===== src/otb_cfg.svh =====
// Purpose: Named constants for the oscillator trigger, burst and gate block
// Assumes: Single 100 MHz reference clock
// Notes:   Included by both design modules of the block, not by the package
`ifndef OTB_CFG_SVH
`define OTB_CFG_SVH

// Burst counter geometry
`define OTB_CNT_W        12
`define OTB_CNT_MAX      12'hfff
`define OTB_CNT_ZERO     12'h000
`define OTB_CNT_ONE      12'h001
// Preload bias: one edge to leave terminal count, one edge to clamp
`define OTB_PRELOAD_BIAS 12'h002
// Shortest burst that the preload can express
`define OTB_BURST_MIN    12'h002

// Mode input width
`define OTB_MODE_W       2

// Run-hold levels
`define OTB_HOLD_CLAMP   1'b1
`define OTB_HOLD_RUN     1'b0

`endif


===== src/otb_pkg.sv =====
// Purpose: Types for the oscillator trigger, burst and gate block
// Assumes: Modes are listed in selector order
// Notes:   Constants live in otb_cfg.svh
package otb_pkg;

  typedef enum logic [1:0] {
    OTB_MODE_CONT,
    OTB_MODE_TRIG,
    OTB_MODE_GATED,
    OTB_MODE_BURST
  } otb_mode_t;

endpackage : otb_pkg


===== src/otb_trigger_gate.sv =====
// Purpose: Start, stop and count cycles of a free-running waveform oscillator
// Assumes: Oscillator square and trigger pins are asynchronous to i_ref_clk
// Notes:   Oscillator rising edges and trigger edges are sampled, not used as clocks
//
// Contract
// - Four trigger modes: continuous, triggered single cycle, gated, counted burst.
// - Trigger rising edge becomes a pulse resetting run-hold, and burst-end in burst.
// - Continuous mode holds run-hold reset; clamp never applied.
// - Triggered mode: run-hold data is one; oscillator rising edge sets clamp.
// - Triggered mode: trigger releases clamp; one oscillator cycle per trigger.
// - Gated mode: high level runs; low level stops after current cycle.
// - Burst mode: data not forced; idle run-hold stays one, oscillator clamped.
// - Burst trigger resets run-hold and burst-end; edges re-set run-hold only once burst-end is set.
// - Count edges in 12 bits; edge after FFF sets burst-end, then clamp.
// - Burst mode sync output is active for the whole burst.
`timescale 1ns/10ps
`include "otb_cfg.svh"

module otb_trigger_gate
  import otb_pkg::*;
(
  // Clock and reset
  input  wire logic                  i_ref_clk,
  input  wire logic                  i_rst_b,
  // Configuration
  input  wire logic [`OTB_MODE_W-1:0] i_trig_mode,
  input  wire logic [`OTB_CNT_W-1:0]  i_burst_cycles,
  // Oscillator and trigger pins
  input  wire logic                  i_osc_square,
  input  wire logic                  i_trig_in,
  // Outputs
  output logic                       o_clamp,
  output logic                       o_sync,
  output logic                       o_burst_end
);

  otb_mode_t mode;
  logic rst_meta_reg, rst_b_reg;
  logic rst_b;
  logic [2:0] osc_pipe_reg, osc_pipe_next;
  logic [2:0] trg_pipe_reg, trg_pipe_next;
  logic osc_rise, trig_pulse, gate_lvl, osc_lvl;
  logic run_hold_reg, run_hold_next;
  logic burst_end_reg, burst_end_next;
  logic sync_reg, sync_next;
  logic cnt_load, cnt_step, cnt_at_max;
  logic [`OTB_CNT_W-1:0] cnt_val, preload;
  logic [`OTB_CNT_W-1:0] cycles_eff;

  // Reset release through two flops
  always_ff @(posedge i_ref_clk or negedge i_rst_b) begin
    if (!i_rst_b) begin
      rst_meta_reg <= 1'b0;
      rst_b_reg    <= 1'b0;
    end else begin
      rst_meta_reg <= 1'b1;
      rst_b_reg    <= rst_meta_reg;
    end
  end
  assign rst_b = rst_b_reg;

  // Pin synchronisers plus one edge stage
  always_comb begin
    osc_pipe_next = {osc_pipe_reg[1:0], i_osc_square};
    trg_pipe_next = {trg_pipe_reg[1:0], i_trig_in};
  end

  always_ff @(posedge i_ref_clk or negedge rst_b) begin
    if (!rst_b) begin
      osc_pipe_reg <= 3'h0;
      trg_pipe_reg <= 3'h0;
    end else begin
      osc_pipe_reg <= osc_pipe_next;
      trg_pipe_reg <= trg_pipe_next;
    end
  end

  assign osc_lvl    = osc_pipe_reg[1];
  assign osc_rise   = osc_pipe_reg[1] & ~osc_pipe_reg[2];
  assign gate_lvl   = trg_pipe_reg[1];
  assign trig_pulse = trg_pipe_reg[1] & ~trg_pipe_reg[2];

  assign mode = otb_mode_t'(i_trig_mode);

  assign cycles_eff = (i_burst_cycles < `OTB_BURST_MIN) ? `OTB_BURST_MIN : i_burst_cycles;
  assign preload    = `OTB_CNT_MAX - cycles_eff + `OTB_PRELOAD_BIAS;

  assign cnt_load = (mode == OTB_MODE_BURST) && trig_pulse;
  assign cnt_step = (mode == OTB_MODE_BURST) && osc_rise && !run_hold_reg;

  otb_burst_counter u_burst_counter (
    .i_ref_clk  (i_ref_clk),
    .i_rst_b    (rst_b),
    .i_load     (cnt_load),
    .i_load_val (preload),
    .i_step     (cnt_step),
    .o_count    (cnt_val),
    .o_at_max   (cnt_at_max)
  );

  always_comb begin
    run_hold_next  = run_hold_reg;
    burst_end_next = burst_end_reg;
    sync_next      = sync_reg;
    case (mode)
      OTB_MODE_CONT: begin
        run_hold_next  = `OTB_HOLD_RUN;
        burst_end_next = 1'b0;
        sync_next      = osc_lvl;
      end
      OTB_MODE_TRIG: begin
        burst_end_next = 1'b0;
        sync_next      = gate_lvl;
        if (trig_pulse) begin
          run_hold_next = `OTB_HOLD_RUN;
        end else if (osc_rise) begin
          run_hold_next = `OTB_HOLD_CLAMP;
        end
      end
      OTB_MODE_GATED: begin
        burst_end_next = 1'b0;
        sync_next      = gate_lvl;
        // level reset, stop at cycle end
        if (gate_lvl) begin
          run_hold_next = `OTB_HOLD_RUN;
        end else if (osc_rise) begin
          run_hold_next = `OTB_HOLD_CLAMP;
        end
      end
      OTB_MODE_BURST: begin
        if (trig_pulse) begin
          run_hold_next  = `OTB_HOLD_RUN;
          burst_end_next = 1'b0;
        end else if (osc_rise) begin
          run_hold_next = burst_end_reg | run_hold_reg;
          if (cnt_at_max && !run_hold_reg) begin
            burst_end_next = 1'b1;
          end
        end
        sync_next = !run_hold_next;
      end
      default: begin
        run_hold_next = `OTB_HOLD_CLAMP;
      end
    endcase
  end

  always_ff @(posedge i_ref_clk or negedge rst_b) begin
    if (!rst_b) begin
      run_hold_reg  <= `OTB_HOLD_CLAMP;
      burst_end_reg <= 1'b0;
      sync_reg      <= 1'b0;
    end else begin
      run_hold_reg  <= run_hold_next;
      burst_end_reg <= burst_end_next;
      sync_reg      <= sync_next;
    end
  end

  assign o_clamp     = run_hold_reg;
  assign o_sync      = sync_reg;
  assign o_burst_end = burst_end_reg;
endmodule : otb_trigger_gate


===== src/otb_burst_counter.sv =====
// Purpose: Twelve-bit burst counter with preload
// Assumes: Step is a one-cycle pulse per oscillator rising edge
// Notes:   Load wins over step
`timescale 1ns/10ps
`include "otb_cfg.svh"

module otb_burst_counter
  import otb_pkg::*;
(
  // Clock and reset
  input  wire logic                 i_ref_clk,
  input  wire logic                 i_rst_b,
  // Control
  input  wire logic                 i_load,
  input  wire logic [`OTB_CNT_W-1:0] i_load_val,
  input  wire logic                 i_step,
  // Status
  output logic      [`OTB_CNT_W-1:0] o_count,
  output logic                      o_at_max
);

  logic [`OTB_CNT_W-1:0] cnt_reg;
  logic [`OTB_CNT_W-1:0] cnt_next;

  always_comb begin
    cnt_next = cnt_reg;
    if (i_load) begin
      cnt_next = i_load_val;
    end else if (i_step) begin
      cnt_next = cnt_reg + `OTB_CNT_ONE;
    end
  end

  always_ff @(posedge i_ref_clk or negedge i_rst_b) begin
    if (!i_rst_b) begin
      cnt_reg <= `OTB_CNT_ZERO;
    end else begin
      cnt_reg <= cnt_next;
    end
  end

  assign o_count  = cnt_reg;
  assign o_at_max = (cnt_reg == `OTB_CNT_MAX);

endmodule : otb_burst_counter


===== config.mk =====
export PLATFORM = sky130hd
export DESIGN_NAME = otb_trigger_gate
export DESIGN_NICKNAME = d
export VERILOG_FILES = /design/src/otb_pkg.sv /design/src/otb_trigger_gate.sv /design/src/otb_burst_counter.sv
export VERILOG_INCLUDE_DIRS = /design/src /design/src/src
export SDC_FILE = /design/constraint.sdc
export NUM_CORES = 1
export LEC_CHECK = 0
export BUFFER_PORTS_ARGS = -buffer_cell sky130_fd_sc_hd__buf_4
export CAP_MARGIN = 10
export CORE_ASPECT_RATIO = 2
export CORE_MARGIN = 5
export CORE_UTILIZATION = 55
export DETAILED_ROUTE_END_ITERATION = 8
export GPL_ROUTABILITY_DRIVEN = 0
export PLACE_DENSITY = 0.79
export SLEW_MARGIN = 5
export SYNTH_ARGS = -nofsm -noshare
export SYNTH_HDL_FRONTEND = slang
export SYNTH_HIERARCHICAL = 1
export SYNTH_SLANG_ARGS = --single-unit

===== constraint.sdc =====
create_clock -name i_ref_clk -period 1.9 [get_ports i_ref_clk]
set_input_delay 0.19 -clock i_ref_clk [delete_from_list [all_inputs] [get_ports i_ref_clk]]
set_output_delay 0.19 -clock i_ref_clk [all_outputs]
set_load 0.02 [all_outputs]

==> results.cfg <==
[timing]
max_freq_mhz = 569
setup_slack_ns = 0.142
min_period_ns = 1.76
rsz0062_at_grt = false
skew_ns = 0.00134
hold_viol = 0
finalCritPeriodShare_pct = 92.5
setup_viol = 0
drv_slew = 0
slew_headroom_pct = 43.7
worstMarginPinSlew_ns = 0.845
totalNegativeSetupSlack_ns = 0

[worst_setup_path]
endpoint_kind = flip-flop
crit_type = flip-flop to flip-flop
crit_fanout = 6
cpMostUsedCell = nand3_1
slowest_stage = or4_1
path_cells = inv_1, and4_1, nand3_1, or4_1, nand3_1
critPathLaunchType = flip-flop
required_ns = 2.10
rrSetupSlack_ns = 0.14
crit_arrival_ns = 1.96
max_stage_delay_ns = 0.54

[logic_synthesis]
async_flop_share_pct = 100
yosysUniqueCellTypes = 50
synth_top_area_share_pct = 38.5
syn-mean-instance-area_um2 = 9.42
ys_ff_latch = 23
synth_area_um2 = 1430
synthesis.nets = 176
synth_commonest_cells = 22 x dfrtp_1, 16 x nand2_1, 10 x o21ai_0
synth_flop_cell = dfrtp_1
synth_edf_count = 0
yosysMostFrequentCell = dfrtp_1
yosysSeqAreaShare_pct = 40.3
syn-instance-count = 152
yosys_warnings = 6
synthTopCellsByArea = dfrtp_1 38%, ha_1 5.2%, nand2_1 4.2%
yosys.area.top_type = dfrtp_1

[clock_network]
clk_latency_ns = 0.26
cts_root_buf = clkbuf_8
ctsResizeCount = 0
cts_buffer_depth = 2
htree_levels = 1
cts_sinks = 23
cts_buffers = 3
clk_pin_slew_worst_paths_ns = 0.08
tritoncts = done

[placed_design]
port_buffers = 20
dp_hpwl_mm = 2.67
dpl_worst_slack_ns = 0.0907
dpl_cell_area_um2 = 1650

[floorplanning]
row_count = 26
die_area_um2 = 3780
io_pins = 21
initial_core_util_pct = 56.4
die_x_um = 46.1
die-height_um = 82.1
coreArea_um2 = 2540

[cells_and_area]
final_cell_area_um2 = 1710
fillers = 198
antennaDiodeCount = 0
syn_to_final_growth_pct = 19.1
drive_gt1_share_pct = 21.0
largest_reg_flops = 12
layout.nets = 206

[grt]
grt_pass1_wl_mm = 5.80
grt-ovfl-total = 0
groute.usage.overall_pct = 20.8
grt_max_degree = 22
grt_pass1_vias = 1382
antenna_found_initial = 0

[detailed_routing]
drc_errors = 0
viasPerCell = 6.24
num_vias = 1305
routed_wl_mm = 3.33
dr.pass1.iters = 6
drtAntennaViolNets = 0
dr.first_iter.drc_count = 31
wire_per_inst_um = 15.9

[pwr]
power_density_nw_per_um2 = 745
power_uw = 1270
peakVddDrop_v = 0.000548
leakagePower_uw = 0.000710

[outcome]
status = finished, final reports clean

[worst_hold_path]
hold_path_class = input port to flip-flop

[run]
maxCapViolCount = 0
power by group:
group          internal (uW)  switching (uW)
Sequential               569             115
Clock                    148             158
Combinational            139             141
Total                    856             415
critical path, delay by kind of cell (launching register included):
family / cells / cell delay [ns]
buffers and inverters: 1 / 0.10
DFF: 1 / 0.38
and+or+nand+nor: 4 / 1.21
timing repair:
item,CTS,global route
endpoints found under the hold margin,2,0
setup buffers,0,0
hold buffers,1,0
per-stage QoR:
step	util (%)	hold WS [ns]	cells
global route	67.2	0.0137	209
CTS	67.2	0.0225	209
global placement	64.9	-0.0280	204
floorplan	-	-0.106	152
finish	67.2	0.0271	209
detailed placement	64.9	-0.0262	204
path summary, 6_finish.rpt:
check                                               start                                endpoint  cells after the start
worst max-delay path            osc_pipe_reg[2]$_DFF_PN0_  u_burst_counter/o_count[5]$_DFFE_PN0P_                      5
max in group asynchronous                 rst_b$_DFF_PN0_  u_burst_counter/o_count[6]$_DFFE_PN0P_                      0
worst min register to register     rst_meta_reg$_DFF_PN0_                         rst_b$_DFF_PN0_                      0
min in group asynchronous                         i_rst_b                  rst_meta_reg$_DFF_PN0_                      2
worst max register to register  osc_pipe_reg[2]$_DFF_PN0_  u_burst_counter/o_count[5]$_DFFE_PN0P_                      5
worst min-delay path                            i_trig_in               trg_pipe_reg[0]$_DFF_PN0_                      1
area by class of cell:
type / count / area, um^2 / area share [%]
clock buffers: 3 / 41.3 / 2.42
inverters: 9 / 33.8 / 1.98
repair buffers: 29 / 220 / 12.9
clock inverters: 1 / 7.51 / 0.440
well taps: 28 / 35.0 / 2.05
multi-input cells: 116 / 791 / 46.4
flip-flops and latches: 23 / 577 / 33.8
cells in the final DEF (no fill, tap or decap), drive strengths merged, types with 2 or more instances in the layout:
cell / Yosys / routed
nor3b: 2 / 2
clkbuf: 1 / 3
buf: 3 / 28
nor3: 5 / 5
or3: 2 / 2
nand3: 7 / 7
o41ai: 2 / 2
nor2b: 2 / 2
a21oi: 6 / 6
xnor2: 4 / 4
ha: 6 / 6
inv: 8 / 8
nand4: 4 / 4
o311ai: 2 / 2
or4: 4 / 4
nand4bb: 2 / 2
dfrtp: 22 / 22
mux2i: 2 / 2
nor2: 9 / 9
nor4: 2 / 2
and4: 3 / 3
nand2: 16 / 16
xor2: 6 / 6
a31oi: 3 / 3
o211ai: 2 / 2
o21ai: 10 / 10
routing by layer:
layer  part of all wire, %  global-route usage, %  up-vias
li1                      -                      -      620
met5                     0                      0        -
met3                   5.1                   2.39       19
met1                    35                   20.1      594
met2                    55                   38.5       72
met4                   5.2                   13.1        0
logic make-up after synthesis:
family | share of synthesized area (%)
DFF | 40.3
other | 0.262
muxes | 1.40
xor gates and xnor gates | 6.12
and+or+nand+nor | 28.1
adders and majority gates | 5.24
buffers and inverters | 4.46
AOI/OAI and AO/OA | 14.1
Power figures use the tool's default switching activity.
